### config.mk
export PLATFORM = sky130hd
export DESIGN_NAME = scps_clock_ctrl
export DESIGN_NICKNAME = d
export VERILOG_FILES = /design/src/verilog/scps_pkg.sv /design/src/verilog/scps_edge_sync.sv /design/src/verilog/scps_tick_div.sv /design/src/verilog/scps_clock_ctrl.sv
export SDC_FILE = /design/constraint.sdc
export NUM_CORES = 1
export LEC_CHECK = 0
export ABC_AREA = 1
export BUFFER_PORTS_ARGS = -buffer_cell sky130_fd_sc_hd__buf_2
export CORE_MARGIN = 1
export CORE_UTILIZATION = 30
export CTS_CLUSTER_DIAMETER = 120
export DETAILED_ROUTE_END_ITERATION = 10
export GPL_TIMING_DRIVEN = 0
export HOLD_SLACK_MARGIN = 0.06
export RECOVER_POWER = 50
export SLEW_MARGIN = 10
export SYNTH_ARGS = -nofsm -noshare
export SYNTH_HDL_FRONTEND = slang
export SYNTH_HIERARCHICAL = 1
export SYNTH_SLANG_ARGS = --single-unit
### constraint.sdc
create_clock -name pclk -period 7.65 [get_ports pclk]
set_input_delay 0.3825 -clock pclk [delete_from_list [all_inputs] [get_ports pclk]]
set_output_delay 0.3825 -clock pclk [all_outputs]
set_load 0.01 [all_outputs]
### src/verilog/scps_pkg.sv
// constants, field layouts and types of the system clock source block
// Behaviour
// selected oscillator or pll output is halved to form instruction and peripheral clocks
// source codes 000 fast rc, 001 rc with pll, 010 primary, 011 primary with pll
// source codes 100 secondary, 101 slow rc, 110 rc by 16, 111 postscaled rc
// primary mode 00 external clock, 01 standard crystal, 10 high-speed crystal
// an erased configuration starts in postscaled fast rc mode, code 111
// at power-on the source comes from the nonvolatile source and primary mode fields
// fast rc divided by a three-bit postscale field, down to 1:256
// pll reference divided by five-bit prescale field plus two, 2 to 33
// vco input multiplied by nine-bit feedback field plus two
// vco output divided by 2, 4 or 8
// postscale code 00 is /2, 01 is /4, 11 is /8, 10 reserved
// pll output is reference times feedback over prescale times postscale
// software keeps the vco input between 0.8 and 8 MHz
// software keeps the vco output between 100 and 200 MHz
// software keeps the pll output between 12.5 and 80 MHz
// only primary or fast rc may feed the pll, others bypass it
// slow rc also clocks the watchdog and the fail-safe monitor
// instruction clock rate up to 40 MHz is supported
// when the second primary pin is unused its function follows a config bit
// auxiliary oscillator on secondary pins, crystal or external clock up to 64 MHz
// fail-safe monitor detects loss of the active clock and falls back
// divider settings change only at divider boundaries, never producing runt ticks; pll feedback and postscale settings take effect at once
package scps_pkg;

    localparam int CLK_PERIOD_NS = 40;
    localparam int INSTR_MAX_MHZ = 40;

    localparam logic [7:0] OFS_CLOCK_DIVISOR = 8'h00;
    localparam logic [7:0] OFS_FEEDBACK_DIVISOR = 8'h04;
    localparam logic [7:0] OFS_OSC_STATUS = 8'h08;
    localparam logic [7:0] OFS_AUX_CONTROL = 8'h0c;

    localparam int FRC_POST_LSB = 8;
    localparam int PLL_POST_LSB = 6;
    localparam int PLL_PRE_LSB = 0;
    localparam int AUX_MODE_LSB = 11;
    localparam int AUX_DIV_LSB = 8;
    localparam int ST_SRC_LSB = 0;
    localparam int ST_PMODE_LSB = 4;
    localparam int ST_PINFN_BIT = 6;
    localparam int ST_FAILSAFE_CLOCK_MONITOR_EN_BIT = 7;
    localparam int ST_LOCK_BIT = 8;
    localparam int ST_FAIL_BIT = 9;

    localparam logic [2:0] FRC_POST_RST = 3'h0;
    localparam logic [1:0] PLL_POST_RST = 2'h1;
    localparam logic [4:0] PLL_PRE_RST = 5'h00;
    localparam logic [8:0] PLL_FBD_RST = 9'h030;
    localparam logic [1:0] AUX_MODE_RST = 2'h0;
    localparam logic [2:0] AUX_DIV_RST = 3'h0;
    localparam logic [2:0] ERASED_SOURCE = 3'h7;

    localparam logic [2:0] SRC_FAST_RC = 3'h0;
    localparam logic [2:0] SRC_FAST_RC_PLL = 3'h1;
    localparam logic [2:0] SRC_PRIMARY = 3'h2;
    localparam logic [2:0] SRC_PRIMARY_PLL = 3'h3;
    localparam logic [2:0] SRC_SECONDARY = 3'h4;
    localparam logic [2:0] SRC_SLOW_RC = 3'h5;
    localparam logic [2:0] SRC_FAST_RC_DIV16 = 3'h6;
    localparam logic [2:0] SRC_FAST_RC_POST = 3'h7;

    localparam logic [1:0] PMODE_EXTERNAL = 2'h0;
    localparam logic [1:0] PMODE_STD_CRYSTAL = 2'h1;
    localparam logic [1:0] PMODE_HS_CRYSTAL = 2'h2;
    localparam logic [1:0] PLL_POST_RESERVED = 2'h2;
    localparam logic [1:0] AUX_OFF = 2'h0;

    localparam logic [5:0] PLL_PRE_OFFSET = 6'h02;
    localparam logic [9:0] PLL_FBD_OFFSET = 10'h002;
    localparam logic [8:0] DIV_SIXTEEN = 9'h010;

    // lock timing is counted in vco-input ticks, fail-safe timing in slow rc ticks
    localparam logic [3:0] PLL_LOCK_TICKS = 4'h8;
    localparam logic [1:0] FAIL_SLOW_TICKS = 2'h2;
    localparam logic [1:0] BOOT_SYNC_CYCLES = 2'h2;
    localparam int N_PINS = 4;

    typedef enum logic [2:0] {
        SCPS_PLL_OFF = 3'b001,
        SCPS_PLL_ACQ = 3'b010,
        SCPS_PLL_LOCKED = 3'b100
    } scps_pll_state_t;

    typedef struct packed {
        logic [2:0] fast_rc_postscale_sel;
        logic [1:0] pll_postscale_sel;
        logic [4:0] pll_prescale_sel;
    } scps_divisor_t;

    typedef struct packed {
        logic [2:0] initial_source_sel;
        logic [1:0] primary_mode_sel;
        logic second_pin_function_bit;
        logic failsafe_clock_monitor_enable;
    } scps_boot_cfg_t;

    // 000 /1 up to 110 /64, 111 /256
    function automatic logic [8:0] scps_frc_post_div(input logic [2:0] sel);
        logic [8:0] d;
        d = (sel == 3'h7) ? 9'h100 : (9'h001 << sel);
        return d;
    endfunction

    function automatic logic [3:0] scps_pll_post_div(input logic [1:0] sel);
        logic [3:0] d;
        unique case (sel)
            2'h0: d = 4'h2;
            2'h1: d = 4'h4;
            default: d = 4'h8;
        endcase
        return d;
    endfunction

endpackage

### src/verilog/scps_edge_sync.sv
// two-stage synchronisers with rising-edge ticks for oscillator pins
`timescale 1ns/1ps
module scps_edge_sync
    import scps_pkg::*;
(
    input wire logic pclk,
    input wire logic presetn,
    input wire logic [N_PINS-1:0] pin_in,
    output logic [N_PINS-1:0] tick
);
    logic [N_PINS-1:0] meta_r;
    logic [N_PINS-1:0] sync_r;
    logic [N_PINS-1:0] last_r;

    genvar i;
    generate
        for (i = 0; i < N_PINS; i++) begin : g_pin
            always_ff @(posedge pclk or negedge presetn) begin
                if (!presetn) begin
                    meta_r[i] <= 1'b0;
                    sync_r[i] <= 1'b0;
                    last_r[i] <= 1'b0;
                    tick[i] <= 1'b0;
                end else begin
                    meta_r[i] <= pin_in[i];
                    sync_r[i] <= meta_r[i];
                    last_r[i] <= sync_r[i];
                    tick[i] <= sync_r[i] & ~last_r[i];
                end
            end
        end
    endgenerate
endmodule

### src/verilog/scps_tick_div.sv
// programmable tick divider that takes a new ratio only on wrap
`timescale 1ns/1ps
module scps_tick_div
    import scps_pkg::*;
(
    input wire logic pclk,
    input wire logic presetn,
    input wire logic tick_in,
    input wire logic [8:0] ratio,
    output logic tick_out
);
    logic [8:0] cnt_r;
    logic [8:0] ratio_r;

    // the ratio is latched at the wrap so a write never shortens a period
    always_ff @(posedge pclk or negedge presetn) begin
        if (!presetn) begin
            cnt_r <= 9'h000;
            ratio_r <= 9'h001;
            tick_out <= 1'b0;
        end else if (tick_in) begin
            if (cnt_r + 9'h001 >= ratio_r) begin
                cnt_r <= 9'h000;
                ratio_r <= (ratio == 9'h000) ? 9'h001 : ratio;
                tick_out <= 1'b1;
            end else begin
                cnt_r <= cnt_r + 9'h001;
                tick_out <= 1'b0;
            end
        end else begin
            tick_out <= 1'b0;
        end
    end
endmodule

### src/verilog/scps_clock_ctrl.sv
// system clock source selection, pll model, fail-safe monitor, apb slave
//
// The implementer's own choices: the APB slave port and the address map.
`timescale 1ns/1ps
module scps_clock_ctrl
    import scps_pkg::*;
(
    input wire logic pclk,
    input wire logic presetn,
    input wire logic psel,
    input wire logic penable,
    input wire logic pwrite,
    input wire logic [7:0] paddr,
    input wire logic [31:0] pwdata,
    output logic [31:0] prdata,
    output logic pready,
    output logic pslverr,
    input wire logic primary_pin_in,
    input wire logic secondary_pin_in,
    input wire logic fast_internal_rc,
    input wire logic slow_internal_rc,
    input wire logic [6:0] boot_source_config_word,
    output logic primary_pin_out,
    output logic primary_pin_oe,
    output logic sys_clk_tick,
    output logic instr_clk,
    output logic instr_tick,
    output logic periph_tick,
    output logic wdt_ref_tick,
    output logic aux_clk_tick
);
    localparam int PIN_PRI = 0;
    localparam int PIN_SEC = 1;
    localparam int PIN_FRC = 2;
    localparam int PIN_SLOW = 3;

    logic [N_PINS-1:0] pin_tick;
    scps_divisor_t div_r;
    logic [8:0] fbd_r;
    logic [1:0] aux_mode_r;
    logic [2:0] aux_div_r;
    scps_boot_cfg_t cfg_meta_r;
    scps_boot_cfg_t cfg_sync_r;
    scps_boot_cfg_t cfg_r;
    logic [1:0] boot_cnt_r;
    logic booted_r;
    logic [2:0] cur_src_r;
    logic clock_fail_r;
    logic [1:0] fail_cnt_r;
    scps_pll_state_t pll_state_r;
    logic [3:0] lock_cnt_r;
    logic [11:0] pll_acc_r;
    logic pll_tick_r;
    logic pll_ref_tick;
    logic vco_in_tick;
    logic frc_post_tick;
    logic aux_div_tick;
    logic sel_tick;
    logic pll_mode;
    logic second_pin_free;
    logic wr_en;
    logic rd_setup;
    logic fail_clr;
    logic [8:0] frc_ratio;
    logic [11:0] pll_acc_add;
    logic [3:0] pll_n2;
    logic [31:0] rd_data;
    logic rd_hit;

    scps_edge_sync u_sync (
        .pclk(pclk),
        .presetn(presetn),
        .pin_in({slow_internal_rc, fast_internal_rc,
                 secondary_pin_in, primary_pin_in}),
        .tick(pin_tick)
    );

    // ---------------------------------------------------------------
    // apb slave: one wait-free access phase, reads captured at setup
    // ---------------------------------------------------------------
    assign wr_en = psel & penable & pready & pwrite;
    assign rd_setup = psel & ~penable;
    assign fail_clr = wr_en && paddr == OFS_OSC_STATUS &&
                      pwdata[ST_FAIL_BIT];

    always_comb begin
        rd_data = 32'h0000_0000;
        rd_hit = 1'b1;
        unique case (paddr)
            OFS_CLOCK_DIVISOR: begin
                rd_data[FRC_POST_LSB +: 3] = div_r.fast_rc_postscale_sel;
                rd_data[PLL_POST_LSB +: 2] = div_r.pll_postscale_sel;
                rd_data[PLL_PRE_LSB +: 5] = div_r.pll_prescale_sel;
            end
            OFS_FEEDBACK_DIVISOR: begin
                rd_data[8:0] = fbd_r;
            end
            OFS_OSC_STATUS: begin
                rd_data[ST_SRC_LSB +: 3] = cur_src_r;
                rd_data[ST_PMODE_LSB +: 2] = cfg_r.primary_mode_sel;
                rd_data[ST_PINFN_BIT] = cfg_r.second_pin_function_bit;
                rd_data[ST_FAILSAFE_CLOCK_MONITOR_EN_BIT] = cfg_r.failsafe_clock_monitor_enable;
                rd_data[ST_LOCK_BIT] = (pll_state_r == SCPS_PLL_LOCKED);
                rd_data[ST_FAIL_BIT] = clock_fail_r;
            end
            OFS_AUX_CONTROL: begin
                rd_data[AUX_MODE_LSB +: 2] = aux_mode_r;
                rd_data[AUX_DIV_LSB +: 3] = aux_div_r;
            end
            default: begin
                rd_hit = 1'b0;
            end
        endcase
    end

    always_ff @(posedge pclk or negedge presetn) begin
        if (!presetn) begin
            pready <= 1'b0;
            pslverr <= 1'b0;
            prdata <= 32'h0000_0000;
        end else begin
            pready <= rd_setup;
            if (rd_setup) begin
                pslverr <= ~rd_hit;
                prdata <= pwrite ? 32'h0000_0000 : rd_data;
            end
        end
    end

    // divisor fields; the reserved postscale code is refused
    always_ff @(posedge pclk or negedge presetn) begin
        if (!presetn) begin
            div_r.fast_rc_postscale_sel <= FRC_POST_RST;
            div_r.pll_postscale_sel <= PLL_POST_RST;
            div_r.pll_prescale_sel <= PLL_PRE_RST;
        end else if (wr_en && paddr == OFS_CLOCK_DIVISOR) begin
            div_r.fast_rc_postscale_sel <= pwdata[FRC_POST_LSB +: 3];
            div_r.pll_prescale_sel <= pwdata[PLL_PRE_LSB +: 5];
            if (pwdata[PLL_POST_LSB +: 2] != PLL_POST_RESERVED) begin
                div_r.pll_postscale_sel <= pwdata[PLL_POST_LSB +: 2];
            end
        end
    end

    always_ff @(posedge pclk or negedge presetn) begin
        if (!presetn) begin
            fbd_r <= PLL_FBD_RST;
        end else if (wr_en && paddr == OFS_FEEDBACK_DIVISOR) begin
            fbd_r <= pwdata[8:0];
        end
    end

    always_ff @(posedge pclk or negedge presetn) begin
        if (!presetn) begin
            aux_mode_r <= AUX_MODE_RST;
            aux_div_r <= AUX_DIV_RST;
        end else if (wr_en && paddr == OFS_AUX_CONTROL) begin
            aux_mode_r <= pwdata[AUX_MODE_LSB +: 2];
            aux_div_r <= pwdata[AUX_DIV_LSB +: 3];
        end
    end

    // ---------------------------------------------------------------
    // boot configuration: nonvolatile word synchronised, then caught
    // once the synchroniser has settled after reset release
    // ---------------------------------------------------------------
    always_ff @(posedge pclk or negedge presetn) begin
        if (!presetn) begin
            cfg_meta_r <= '0;
            cfg_sync_r <= '0;
        end else begin
            cfg_meta_r <= boot_source_config_word;
            cfg_sync_r <= cfg_meta_r;
        end
    end

    always_ff @(posedge pclk or negedge presetn) begin
        if (!presetn) begin
            boot_cnt_r <= 2'h0;
            booted_r <= 1'b0;
            cfg_r.initial_source_sel <= ERASED_SOURCE;
            cfg_r.primary_mode_sel <= PMODE_EXTERNAL;
            cfg_r.second_pin_function_bit <= 1'b0;
            cfg_r.failsafe_clock_monitor_enable <= 1'b0;
        end else if (!booted_r) begin
            if (boot_cnt_r == BOOT_SYNC_CYCLES) begin
                booted_r <= 1'b1;
                cfg_r <= cfg_sync_r;
            end else begin
                boot_cnt_r <= boot_cnt_r + 2'h1;
            end
        end
    end

    // ---------------------------------------------------------------
    // active source: boot choice, replaced by fast rc on clock loss
    // ---------------------------------------------------------------
    always_ff @(posedge pclk or negedge presetn) begin
        if (!presetn) begin
            cur_src_r <= ERASED_SOURCE;
        end else if (!booted_r && boot_cnt_r == BOOT_SYNC_CYCLES) begin
            cur_src_r <= cfg_sync_r.initial_source_sel;
        end else if (booted_r && cfg_r.failsafe_clock_monitor_enable &&
                     fail_cnt_r == FAIL_SLOW_TICKS) begin
            cur_src_r <= SRC_FAST_RC;
        end
    end

    // monitor counts slow rc ticks with no tick from the active source
    always_ff @(posedge pclk or negedge presetn) begin
        if (!presetn) begin
            fail_cnt_r <= 2'h0;
        end else if (!booted_r || sel_tick || !cfg_r.failsafe_clock_monitor_enable) begin
            fail_cnt_r <= 2'h0;
        end else if (fail_cnt_r == FAIL_SLOW_TICKS) begin
            fail_cnt_r <= 2'h0;
        end else if (pin_tick[PIN_SLOW]) begin
            fail_cnt_r <= fail_cnt_r + 2'h1;
        end
    end

    // a fresh detection outranks a clear in the same cycle
    always_ff @(posedge pclk or negedge presetn) begin
        if (!presetn) begin
            clock_fail_r <= 1'b0;
        end else if (booted_r && cfg_r.failsafe_clock_monitor_enable &&
                     fail_cnt_r == FAIL_SLOW_TICKS) begin
            clock_fail_r <= 1'b1;
        end else if (fail_clr) begin
            clock_fail_r <= 1'b0;
        end
    end

    // ---------------------------------------------------------------
    // pll: reference is primary or fast rc only, other sources bypass
    // ---------------------------------------------------------------
    assign pll_mode = (cur_src_r == SRC_FAST_RC_PLL) ||
                      (cur_src_r == SRC_PRIMARY_PLL);
    assign pll_ref_tick = pll_mode &&
        ((cur_src_r == SRC_PRIMARY_PLL) ? pin_tick[PIN_PRI]
                                        : pin_tick[PIN_FRC]);

    scps_tick_div u_prescale (
        .pclk(pclk),
        .presetn(presetn),
        .tick_in(pll_ref_tick),
        .ratio({3'h0, 6'(div_r.pll_prescale_sel) + PLL_PRE_OFFSET}),
        .tick_out(vco_in_tick)
    );

    // rate model: each vco-input tick adds m, each output tick spends n2;
    // the output is bounded by pclk, so only the average ratio is exact
    assign pll_n2 = scps_pll_post_div(div_r.pll_postscale_sel);
    assign pll_acc_add = vco_in_tick ?
        12'(10'(fbd_r) + PLL_FBD_OFFSET) : 12'h000;

    always_ff @(posedge pclk or negedge presetn) begin
        if (!presetn) begin
            pll_acc_r <= 12'h000;
            pll_tick_r <= 1'b0;
        end else if (pll_state_r == SCPS_PLL_OFF) begin
            pll_acc_r <= 12'h000;
            pll_tick_r <= 1'b0;
        end else if (pll_acc_r >= 12'(pll_n2)) begin
            pll_acc_r <= pll_acc_r - 12'(pll_n2) + pll_acc_add;
            pll_tick_r <= 1'b1;
        end else begin
            pll_acc_r <= pll_acc_r + pll_acc_add;
            pll_tick_r <= 1'b0;
        end
    end

    always_ff @(posedge pclk or negedge presetn) begin
        if (!presetn) begin
            pll_state_r <= SCPS_PLL_OFF;
            lock_cnt_r <= 4'h0;
        end else begin
            unique case (pll_state_r)
                SCPS_PLL_OFF: begin
                    lock_cnt_r <= 4'h0;
                    if (pll_mode) begin
                        pll_state_r <= SCPS_PLL_ACQ;
                    end
                end
                SCPS_PLL_ACQ: begin
                    if (!pll_mode) begin
                        pll_state_r <= SCPS_PLL_OFF;
                    end else if (lock_cnt_r == PLL_LOCK_TICKS) begin
                        pll_state_r <= SCPS_PLL_LOCKED;
                    end else if (vco_in_tick) begin
                        lock_cnt_r <= lock_cnt_r + 4'h1;
                    end
                end
                SCPS_PLL_LOCKED: begin
                    if (!pll_mode) begin
                        pll_state_r <= SCPS_PLL_OFF;
                    end
                end
                default: begin
                    pll_state_r <= SCPS_PLL_OFF;
                end
            endcase
        end
    end

    // ---------------------------------------------------------------
    // fast rc postscaler, forced to sixteen in its fixed-ratio mode
    // ---------------------------------------------------------------
    assign frc_ratio = (cur_src_r == SRC_FAST_RC_DIV16) ? DIV_SIXTEEN :
        scps_frc_post_div(div_r.fast_rc_postscale_sel);

    scps_tick_div u_frc_post (
        .pclk(pclk),
        .presetn(presetn),
        .tick_in(pin_tick[PIN_FRC]),
        .ratio(frc_ratio),
        .tick_out(frc_post_tick)
    );

    // source decode; reserved primary mode gives no clock without the pll,
    // so the monitor will see it as lost
    always_comb begin
        sel_tick = 1'b0;
        unique case (cur_src_r)
            SRC_FAST_RC: sel_tick = pin_tick[PIN_FRC];
            SRC_FAST_RC_PLL: sel_tick = pll_tick_r;
            SRC_PRIMARY,
            SRC_PRIMARY_PLL: begin
                if (cur_src_r == SRC_PRIMARY_PLL) begin
                    sel_tick = pll_tick_r;
                end else if (cfg_r.primary_mode_sel == PMODE_EXTERNAL ||
                             cfg_r.primary_mode_sel == PMODE_STD_CRYSTAL ||
                             cfg_r.primary_mode_sel == PMODE_HS_CRYSTAL) begin
                    sel_tick = pin_tick[PIN_PRI];
                end
            end
            SRC_SECONDARY: sel_tick = pin_tick[PIN_SEC];
            SRC_SLOW_RC: sel_tick = pin_tick[PIN_SLOW];
            SRC_FAST_RC_DIV16,
            SRC_FAST_RC_POST: sel_tick = frc_post_tick;
        endcase
    end

    // ---------------------------------------------------------------
    // system clock, halved for instruction and peripheral time base;
    // at 25 MHz pclk the halved rate stays well under the 40 MHz limit
    // ---------------------------------------------------------------
    always_ff @(posedge pclk or negedge presetn) begin
        if (!presetn) begin
            sys_clk_tick <= 1'b0;
            instr_clk <= 1'b0;
            instr_tick <= 1'b0;
            periph_tick <= 1'b0;
        end else begin
            sys_clk_tick <= sel_tick;
            if (sel_tick) begin
                instr_clk <= ~instr_clk;
            end
            instr_tick <= sel_tick & instr_clk;
            periph_tick <= sel_tick & instr_clk;
        end
    end

    always_ff @(posedge pclk or negedge presetn) begin
        if (!presetn) begin
            wdt_ref_tick <= 1'b0;
        end else begin
            wdt_ref_tick <= pin_tick[PIN_SLOW];
        end
    end

    // second primary pin is free for external clock or non-primary modes
    assign second_pin_free = (cur_src_r != SRC_PRIMARY &&
                              cur_src_r != SRC_PRIMARY_PLL) ||
                             cfg_r.primary_mode_sel == PMODE_EXTERNAL;

    always_ff @(posedge pclk or negedge presetn) begin
        if (!presetn) begin
            primary_pin_out <= 1'b0;
            primary_pin_oe <= 1'b0;
        end else begin
            primary_pin_oe <= second_pin_free &&
                              !cfg_r.second_pin_function_bit;
            primary_pin_out <= instr_clk;
        end
    end

    // ---------------------------------------------------------------
    // auxiliary oscillator: independent of the system clock choice
    // ---------------------------------------------------------------
    scps_tick_div u_aux_div (
        .pclk(pclk),
        .presetn(presetn),
        .tick_in(pin_tick[PIN_SEC] && aux_mode_r != AUX_OFF),
        .ratio(scps_frc_post_div(~aux_div_r)),
        .tick_out(aux_div_tick)
    );

    always_ff @(posedge pclk or negedge presetn) begin
        if (!presetn) begin
            aux_clk_tick <= 1'b0;
        end else begin
            aux_clk_tick <= aux_div_tick;
        end
    end

endmodule

==> results of run 1 <==
cell usage in the layout, fill, tap and decap left out, types with 4 or more instances in the layout:
cell type      synthesis  routed
nand2_1              375     376
inv_1                203     204
dfrtp_1              156     156
nand3_1              105     106
nor2_1                97     101
ha_1                  67      67
buf_2                  8      41
o21ai_0               35      36
a21oi_1               29      29
clkbuf_1               2      29
conb_1                 1      29
xor2_1                21      21
buf_4                 21      21
nor3_1                19      20
o21ai_1               19      19
clkbuf_16              0      17
inv_2                 16      14
nand2_2               15      14
dlygate4sd3_1          0      12
nor2_2                11       9
o21ai_2               10       9
dfstp_2               10       8
nand4_1                7       7
nand3_2                7       7
nor2_4                 8       6
a21boi_0               5       5
o211ai_1               5       5
a21oi_2                5       5
inv_8                  0       5
xnor2_1                4       4
o21bai_1               4       4
mux2_2                 4       4
nor3_2                 4       4
fa_1                   4       4
clkinv_4               0       4
through the flow:
| stage | total power [µW] | hold slack, ns |
|---|---|---|
| CTS | 2930 | 0.143 |
| global route | 3120 | 0.176 |
| finish | 2890 | 0.189 |
| detailed placement | 2060 | 0.336 |
| global placement | 2040 | 0.335 |
| floorplan | 1790 | 0.0869 |
layout make-up:
| class | instances | area [µm²] |
|---|---|---|
| Fill cell | 3588 | 21700 |
| Multi-Input combinational cell | 921 | 5040 |
| Sequential cell | 166 | 4170 |
| Inverter | 219 | 822 |
| Tap cell | 448 | 561 |
| Clock buffer | 17 | 425 |
| Timing Repair Buffer | 72 | 410 |
| Buffer | 35 | 243 |
| Clock inverter | 15 | 158 |
power groups by stage:
stage	Combinational [µW]	Sequential [µW]	Clock [µW]
finish	1020	1030	846
CTS	1030	1030	873
detailed placement	1020	1050	0
global placement	998	1040	0
floorplan	758	1040	0
global route	1170	1040	908
routing by layer:
layer,share of wire (%),GRT usage (%)
met5,0,0
met4,1.5,4.04
met3,2.9,2.14
met2,47,23.1
met1,49,19.1
worst min path at each step:
stage | to | cells past startpoint | start
2_1_floorplan | aux_clk_tick | 0 | presetn
3_3_place_gp | u_sync/sync_r[3] | 0 | u_sync/meta_r[3]
3_5_place_dp | cfg_sync_r[1] | 0 | cfg_meta_r[1]
4_1_cts | pready | 2 | penable
5_1_grt | aux_mode_r[1] | 3 | pwdata[12]
6_report | aux_mode_r[0] | 3 | pwdata[11]
flip-flops by register name (all words and copies together), names as in the netlist, 4 cells and up:
name	count
lock_cnt_r	4
prdata	13
u_sync/sync_r	4
u_aux_div/ratio_r	9
cfg_r	4
pll_acc_r	12
u_sync/tick	4
fbd_r	9
u_sync/last_r	4
u_prescale/ratio_r	9
cfg_sync_r	7
u_frc_post/ratio_r	9
cfg_meta_r	7
u_frc_post/cnt_r	9
div_r	10
u_sync/meta_r	4
u_aux_div/cnt_r	9
u_prescale/cnt_r	9
timing repair:
action,CTS,global route
hold endpoints to repair,74,0
hold buffers,12,0
gates resized for setup,0,0
logic make-up (layout without fill, tap and decap cells):
| group | Yosys count | after routing | share of synthesized area [%] |
|---|---|---|---|
| simple gates | 662 | 662 | 29.1 |
| buf+inv | 254 | 358 | 10.5 |
| fa+ha+maj | 71 | 71 | 8.98 |
| compound gates | 127 | 127 | 7.59 |
| mux | 4 | 4 | 0.441 |
| flops | 166 | 166 | 40.8 |
| other cells | 1 | 29 | 0.0367 |
| xor+xnor | 28 | 28 | 2.62 |
==> impl_metrics.json, run 1 <==
{
  "final_cell_count_no_fill": 1893,
  "dieArea_um2": 34800,
  "antenna_found_initial": 0,
  "synthDistinctLibCells": 50,
  "worst_r2r_startpoint": "fbd_r[1]",
  "finalCriticalPeriod_ns": 4.07,
  "cp_cell_sequence": "dlygate4sd3_1 -> clkbuf_1",
  "p_int_uw": 1770,
  "portBuffers": 59,
  "cts_buffer_depth": 2,
  "required_ns": 7.29,
  "cts_root_buf": "clkbuf_16",
  "timing.final.ws_setup_ns": 3.58,
  "path_max_fanout": 69,
  "post-route-period-util_pct": 53.2,
  "cp.depth": 2,
  "cts.clk_slew.worst_paths_ns": 0.07,
  "synth_warnings": 6,
  "clkPwrFrac_pct": 29.2,
  "worst_slew_pin_slew_ns": 3.90,
  "viasPerCell": 4.42,
  "fin_util_pct": 35.3,
  "yosysSeqAreaShare_pct": 40.8,
  "power.density_nw_per_um2": 245,
  "io_pins": 98,
  "rr_worst_depth": 18,
  "seqPwrFrac_pct": 35.6,
  "wire_per_inst_um": 12.5,
  "critPathTopFamily": "buffers and inverters",
  "r2r_setup_slack_ns": 4.18,
  "drt-total-wl_um": 23600,
  "place_ws_ns": 4.25,
  "htreeDepth": 4,
  "switching_share_pct": 38.9,
  "drtIter0Drc": 407,
  "pwr-share-comb_pct": 35.2,
  "place_area_um2": 11200,
  "start_kind": "input port",
  "area_growth_pct": 15.7,
  "hold_viol": 0,
  "ir_drop_mv": 0.158,
  "cts-buffers-inserted": 17,
  "crit_end": "fbd_r[7]",
  "clock_skew_ns": 0.00734,
  "synth_area_per_cell_um2": 7.79,
  "nets": 1559,
  "num_rows": 67,
  "p_switching_uw": 1130,
  "hold_path_class": "input port to flop",
  "dieWidth_um": 187,
  "ys.flop_type": "dfrtp_1",
  "grt_max_degree": 99,
  "slowest_stage": "clkbuf_1",
  "worstPathArrival_ns": 3.71,
  "ys_top_cells_by_count": "nand2_1, inv_1, dfrtp_1, nand3_1, nor2_1",
  "core_area_um2": 33500,
  "grt_pass1_vias": 7961,
  "r2r-end": "pll_acc_r[10]",
  "syn-cell-area_um2": 10200,
  "gp_congestion": 0.885,
  "layout-drive-gt1-share_pct": 13.2,
  "failed_checks": "max-capacitance violations, max-slew violations",
  "insertedDiodeCount": 0,
  "synth_top_area_share_pct": 38.2,
  "grt_first_pass_wirelength_um": 39700,
  "synth_edf_count": 0,
  "critPathLaunch": "presetn",
  "rsz0062_at_grt": "no",
  "die_y_um": 187,
  "slowest_delay_ns": 2.72,
  "cts_setup_buffers": 0,
  "firstDrtPassIters": 5,
  "start_util_pct": 30.5,
  "drv_slew": 69,
  "relSlewSlack_pct": -160,
  "cts_sinks": 166,
  "finalSetupViolations": 0,
  "outcome": "finished with violations",
  "clock.fmax_mhz": 246,
  "critical_path_buf_inv_count": 2,
  "ys_ff_latch": 166,
  "power_leakage_uw": 0.00620,
  "drc_errors": 0,
  "vias": 8374,
  "postSynth.asyncResetShare_pct": 100,
  "cts_tree": "yes",
  "synthCells": 1313,
  "clk_latency_ns": 0.44,
  "gr-total-overflow": 0,
  "max_cap_viol_count": 1,
  "ant_nets": 0,
  "final_cell_area_um2": 11800,
  "groute.usage.overall_pct": 14.1,
  "cp-end-kind": "asynchronous set/reset pin",
  "ys_top_cells_by_area": "dfrtp_1, nand2_1, ha_1",
  "crit_type": "input port to asynchronous set/reset pin",
  "dp.cells": 1849,
  "yosysMostFrequentCell": "nand2_1",
  "fin_setup_tns_ns": 0,
  "hpwl_um": 18200,
  "yosysTopAreaCell": "dfrtp_1"
}
Power figures use the tool's default switching activity.
==> run 2, diff against run 1 <==
==> constraint.sdc (replaced) <==
create_clock -name pclk -period 3.3 [get_ports pclk]
set_input_delay 0.165 -clock pclk [delete_from_list [all_inputs] [get_ports pclk]]
set_output_delay 0.165 -clock pclk [all_outputs]
set_load 0.01 [all_outputs]
==> impl_metrics.json, run 2 (synthesis results as in run 1) <==
{
  "largest_register_ff_count": 13,
  "ant_nets": 0,
  "drv_slew": 69,
  "multi_input_area_um2": 5140,
  "hpwl_um": 18200,
  "required_ns": 3.66,
  "grt_first_pass_wirelength_um": 39900,
  "hold_viol": 0,
  "worstPathArrival_ns": 3.43,
  "finalCriticalPeriod_ns": 3.07,
  "dieArea_um2": 34800,
  "die_y_um": 187,
  "ir_drop_mv": 0.368,
  "slowest_stage": "dfrtp_2",
  "start_util_pct": 30.5,
  "groute.usage.overall_pct": 14.1,
  "largest-register": "prdata",
  "final_common_cell": "nand2_1",
  "clkPwrFrac_pct": 29.0,
  "cts_sinks": 166,
  "reg_top3": "prdata: 13 flops, pll_acc_r: 12 flops, div_r: 10 flops",
  "wire_per_inst_um": 12.5,
  "post-route-period-util_pct": 93.2,
  "htreeDepth": 4,
  "layout-drive-gt1-share_pct": 14.9,
  "whs_ns": 0.102,
  "grt_max_degree": 99,
  "clock_skew_ns": 0.00786,
  "outcome": "finished with violations",
  "power.total_uw": 6780,
  "p_int_uw": 4140,
  "path_max_fanout": 5,
  "clock.fmax_mhz": 325,
  "gr-total-overflow": 0,
  "cts_root_buf": "clkbuf_16",
  "mostFrequentLayoutCells": "nand2_1, inv_1, dfrtp_1",
  "hold_path_class": "input port to flop",
  "critPathTopFamily": "simple AND/OR/NAND/NOR gates",
  "insertedDiodeCount": 0,
  "drc_errors": 0,
  "start_kind": "flop",
  "cp-end-kind": "flop",
  "r2r_setup_slack_ns": 0.23,
  "seqPwrFrac_pct": 35.2,
  "io_pins": 98,
  "p_switching_uw": 2640,
  "finalSetupViolations": 0,
  "crit_top_cell": "inv_1",
  "grt_pass1_vias": 8051,
  "clk_latency_ns": 0.43,
  "failed_checks": "max-capacitance violations, max-slew violations",
  "power.density_nw_per_um2": 559,
  "final_cell_area_um2": 12100,
  "portBuffers": 59,
  "final_cell_count_no_fill": 1914,
  "worst_slew_pin_slew_ns": 1.83,
  "dieWidth_um": 187,
  "cts-buffers-inserted": 17,
  "drtIter0Drc": 464,
  "drt-total-wl_um": 23900,
  "cp_cell_sequence": "ha_1 -> nand2_1 -> nor2_1 -> inv_1 -> nor2_2 -> nand3_2 -> nor3_4 -> inv_1 -> ha_4 -> inv_1 -> ha_1 -> nand2_1 -> nor2_1 -> nand3_1 -> nand4_1 -> nand3_1 -> a21oi_2",
  "dp.cells": 1849,
  "cts_buffer_depth": 2,
  "relSlewSlack_pct": -21.8,
  "nets": 1580,
  "firstDrtPassIters": 7,
  "fillers": 3558,
  "vias": 8487,
  "critical_path_buf_inv_count": 3,
  "seq_area_um2": 4170,
  "num_rows": 67,
  "power_leakage_uw": 0.00633,
  "slowest_delay_ns": 0.41,
  "viasPerCell": 4.43,
  "switching_share_pct": 38.9,
  "cts.clk_slew.worst_paths_ns": 0.07,
  "core_area_um2": 33500,
  "max_cap_viol_count": 1,
  "pwr-share-comb_pct": 35.8,
  "area_growth_pct": 18.6,
  "cts_tree": "yes",
  "place_area_um2": 11200,
  "gp_congestion": 0.885,
  "crit_type": "flop to flop",
  "antenna_found_initial": 0
}
run 2: cell count changes in the layout (fill, tap and decap cells not counted), moves of 3 or more:
cell           previous run  this run
nor2_1                  101        98
clkbuf_1                 29        26
dlygate4sd3_1            12        26
ha_4                      0         3
nor3_1                   20        17
buf_4                    21        28
ha_1                     67        64
run 2: final timing paths:
kind,cells after the start,start,endpoint
max,17,fbd_r[1],pll_acc_r[10]
min,3,pwdata[8],fbd_r[8]
max reg2reg,17,fbd_r[1],pll_acc_r[10]
min reg2reg,0,cfg_meta_r[2],cfg_sync_r[2]
max in group asynchronous,3,presetn,cur_src_r[0]
min in group asynchronous,2,presetn,u_aux_div/cnt_r[6]
run 2: layout make-up:
type                    instances  area share, %
multi-input cells             921           42.4
flip-flops and latches        166           34.4
inverters                     219           6.78
repair buffers                 93           4.99
well taps                     448           4.62
clock buffers                  17           3.51
plain buffers                  35           2.06
clock inverters                15           1.30
run 2: repair_timing:
action | in CTS | in global routing
hold buffers | 26 | 0
buffers inserted | 0 | 7
resized for setup | 1 | 11
setup endpoints to repair | 2 | 4
pin swaps | 0 | 3
hold endpoints to repair | 95 | 0
run 2: tightest hold or removal path: cells and delay by family:
| family | cells | cell delay, ns |
|---|---|---|
| compound gates | 1 | 0.15 |
| buf+inv | 2 | 0.19 |
run 2: routing by layer:
| layer | track usage (%) | share of wire (%) |
|---|---|---|
| met5 | 0 | 0 |
| met4 | 4.04 | 1.4 |
| met3 | 2.14 | 3.0 |
| met2 | 23.3 | 47 |
| met1 | 19.2 | 49 |
run 2: power by group through the flow:
stage	clock network, µW	logic [µW]	registers (µW)
detailed placement	0	2360	2420
finish	1960	2430	2380
global route	2100	2780	2410
CTS	2020	2400	2390
global placement	0	2310	2420
floorplan	0	1760	2400
run 2: metrics by stage:
step	setup TNS (ns)	utilization, %	setup slack (ns)
after floorplan	0	-	0.656
after global placement	-94.24	33.4	-0.619
after detailed placement	-0.149	33.5	-0.0956
after CTS	0	36.0	0.0293
after global routing	-0.0302	36.2	-0.0228
final	0	36.2	0.225
==> run 3, diff against run 2 <==
--- a/config.mk
+++ b/config.mk
@@ -5,9 +5,8 @@
 export SDC_FILE = /design/constraint.sdc
 export NUM_CORES = 1
 export LEC_CHECK = 0
-export ABC_AREA = 1
 export BUFFER_PORTS_ARGS = -buffer_cell sky130_fd_sc_hd__buf_2
-export CORE_MARGIN = 1
+export CORE_MARGIN = 5
 export CORE_UTILIZATION = 30
 export CTS_CLUSTER_DIAMETER = 120
 export DETAILED_ROUTE_END_ITERATION = 10
==> impl_metrics.json, run 3 <==
{
  "outcome": "finished with violations",
  "failed_checks": "max-capacitance violations, max-slew violations",
  "wire_per_inst_um": 13.9,
  "final_common_cell": "dfrtp_1",
  "fillers": 3112,
  "htreeDepth": 4,
  "firstDrtPassIters": 6,
  "ir_drop_mv": 0.309,
  "grt_max_degree": 111,
  "finalCriticalPeriod_ns": 3.07,
  "clkPwrFrac_pct": 32.3,
  "holdCritStartpoint": "paddr[0]",
  "num_rows": 65,
  "crit_top_cell": "ha_1",
  "drv_slew": 57,
  "gp_congestion": 0.808,
  "area_growth_pct": 19.2,
  "cp_cell_sequence": "nand4_1 -> nor2_1 -> xnor2_1 -> nand2b_1 -> ha_1 -> inv_1 -> ha_1 -> a21oi_1 -> nand2_1 -> or2_2 -> o22ai_1 -> xor2_1 -> a211oi_1",
  "dieWidth_um": 187,
  "p_switching_uw": 2260,
  "drt-total-wl_um": 20400,
  "core_area_um2": 31300,
  "yosysTopAreaCell": "dfrtp_1",
  "synth_area_per_cell_um2": 10.3,
  "power.density_nw_per_um2": 571,
  "portBuffers": 59,
  "reg_top3": "prdata: 13 flops, pll_acc_r: 12 flops, div_r: 10 flops",
  "yosysMostFrequentCell": "dfrtp_1",
  "synthDistinctLibCells": 66,
  "place_ws_ns": 0.00463,
  "clock_skew_ns": 0.0139,
  "worstPathArrival_ns": 3.41,
  "critPathLaunch": "fbd_r[5]",
  "yosysSeqAreaShare_pct": 44.1,
  "gr-total-overflow": 0,
  "post-route-period-util_pct": 93.0,
  "final_cell_count_no_fill": 1468,
  "grt_first_pass_wirelength_um": 34800,
  "mostFrequentLayoutCells": "dfrtp_1, inv_1, ha_1",
  "drc_errors": 0,
  "drtIter0Drc": 296,
  "clk_latency_ns": 0.44,
  "vias": 6877,
  "cts_tree": "yes",
  "p_int_uw": 4170,
  "cts-buffers-inserted": 17,
  "pwr-share-comb_pct": 30.3,
  "synth_warnings": 6,
  "cp-end-kind": "flop",
  "relSlewSlack_pct": -72.8,
  "ys_top_cells_by_area": "dfrtp_1, ha_1, mux2_2",
  "syn-cell-area_um2": 9450,
  "synth_edf_count": 0,
  "seq_area_um2": 4170,
  "synth_top_area_share_pct": 41.3,
  "largest-register": "prdata",
  "rr_worst_depth": 13,
  "worst_slew_pin_slew_ns": 2.59,
  "nets": 1179,
  "slowest_stage": "dfstp_2",
  "rsz0062_at_grt": "no",
  "slowest_delay_ns": 0.61,
  "grt_pass1_vias": 6949,
  "power.total_uw": 6430,
  "multi_input_area_um2": 4790,
  "start_util_pct": 30.2,
  "dieArea_um2": 35200,
  "required_ns": 3.64,
  "finalSetupViolations": 0,
  "timing.final.ws_setup_ns": 0.232,
  "hpwl_um": 15100,
  "ys_top_cells_by_count": "dfrtp_1, inv_1, ha_1, nand2_1, nor2_1",
  "postSynth.asyncResetShare_pct": 100,
  "path_max_fanout": 6,
  "ant_nets": 0,
  "ys.flop_type": "dfrtp_1",
  "largest_register_ff_count": 13,
  "cts_sinks": 166,
  "start_kind": "flop",
  "antenna_found_initial": 0,
  "synthCells": 914,
  "ys_ff_latch": 166,
  "groute.usage.overall_pct": 11.9,
  "cts_buffer_depth": 2,
  "io_pins": 98,
  "crit_type": "flop to flop",
  "power_leakage_uw": 0.00535,
  "viasPerCell": 4.68,
  "min_delay_path_depth": 5,
  "hold_viol": 0,
  "dp.cells": 1404,
  "switching_share_pct": 35.2,
  "max_cap_viol_count": 1,
  "clock.fmax_mhz": 326,
  "cts.clk_slew.worst_paths_ns": 0.07,
  "worst_r2r_startpoint": "fbd_r[5]",
  "cts_root_buf": "clkbuf_16",
  "fin_setup_tns_ns": 0,
  "die_y_um": 187,
  "layout-drive-gt1-share_pct": 17.8,
  "seqPwrFrac_pct": 37.4,
  "hold_path_class": "input port to flop"
}
-- run 3: cell types whose count changed after synthesis, moves of 12 or more --
cell and change:
a211oi_1 +12, xnor2_1 +33, mux2_2 +41, inv_1 -119, clkbuf_1 +16, a31o_2 +13
inv_2 -16, nor2_1 -36, mux2i_1 +13, nand3_1 -90, nor2b_1 +23, nand2_2 -15
nand2_1 -311, nand2b_1 +19
-- run 3: layer usage --
metal,up-vias,share of wire (%),global-route usage [%]
li1,3426,-,-
met3,19,3.5,2.82
met1,3324,48,16.0
met2,108,48,19.3
met5,-,0,0
met4,0,0.95,3.05
-- run 3: critical path: cells and delay by family (launching register included) --
family | cells | cell delay, ns
and+or+nand+nor | 5 | 0.83
adders and majority gates | 2 | 0.73
DFF | 1 | 0.61
AOI/OAI and AO/OA | 3 | 0.53
xor gates and xnor gates | 2 | 0.17
buffers and inverters | 1 | 0.10
-- run 3: path summary, 6_finish.rpt --
path	endpoint	slack, ns
setup / recovery	pll_acc_r[10]	0.23
hold / removal	prdata[11]	0.19
setup reg to reg	pll_acc_r[10]	0.23
hold reg to reg	u_sync/sync_r[1]	0.35
max in group asynchronous	aux_div_r[1]	0.64
min in group asynchronous	u_aux_div/cnt_r[0]	1.17
-- run 3: layout make-up --
type                       instances  share of cell area (%)
antenna                            1                  0.0222
buffer                            43                    2.24
clock buffer                      18                    3.90
clock inverter                    14                    1.58
inverter                          84                    2.80
multi-input combinational        648                    42.5
sequential                       166                    37.0
tap                              402                    4.47
timing repair buffer              92                    5.48
-- run 3: kinds of logic after synthesis --
logic type,Yosys count,synth area share [%]
xor+xnor,52,4.82
other cells,1,0.0397
simple gates,258,14.2
fa+ha+maj,71,9.72
mux,65,7.93
compound gates,173,13.1
flops,166,44.1
buf+inv,128,6.05
-- run 3: power groups by stage --
| stage | Sequential [µW] | Clock, µW | Combinational, µW |
|---|---|---|---|
| final | 2400 | 2080 | 1950 |
| after global routing | 2430 | 2230 | 2220 |
| after CTS | 2400 | 2130 | 1970 |
| after detailed placement | 2440 | 0 | 1940 |
| after global placement | 2430 | 0 | 1900 |
| after floorplan | 2400 | 0 | 1460 |
-- run 3: per-stage QoR --
stage	hold WS, ns	instance area, µm²	util [%]
floorplan	-0.131	9560	-
global placement	0.275	10400	33.1
detailed placement	0.121	10400	33.2
CTS	0.184	11300	36.1
global route	0.237	11300	36.0
finish	0.194	11300	36.0
-- run 3: what timing repair did --
action,4_1_cts,5_1_grt
endpoints found under the setup margin,0,3
setup buffers,0,2
hold buffers,30,0
gates resized for setup,0,0
hold endpoints to repair,94,0
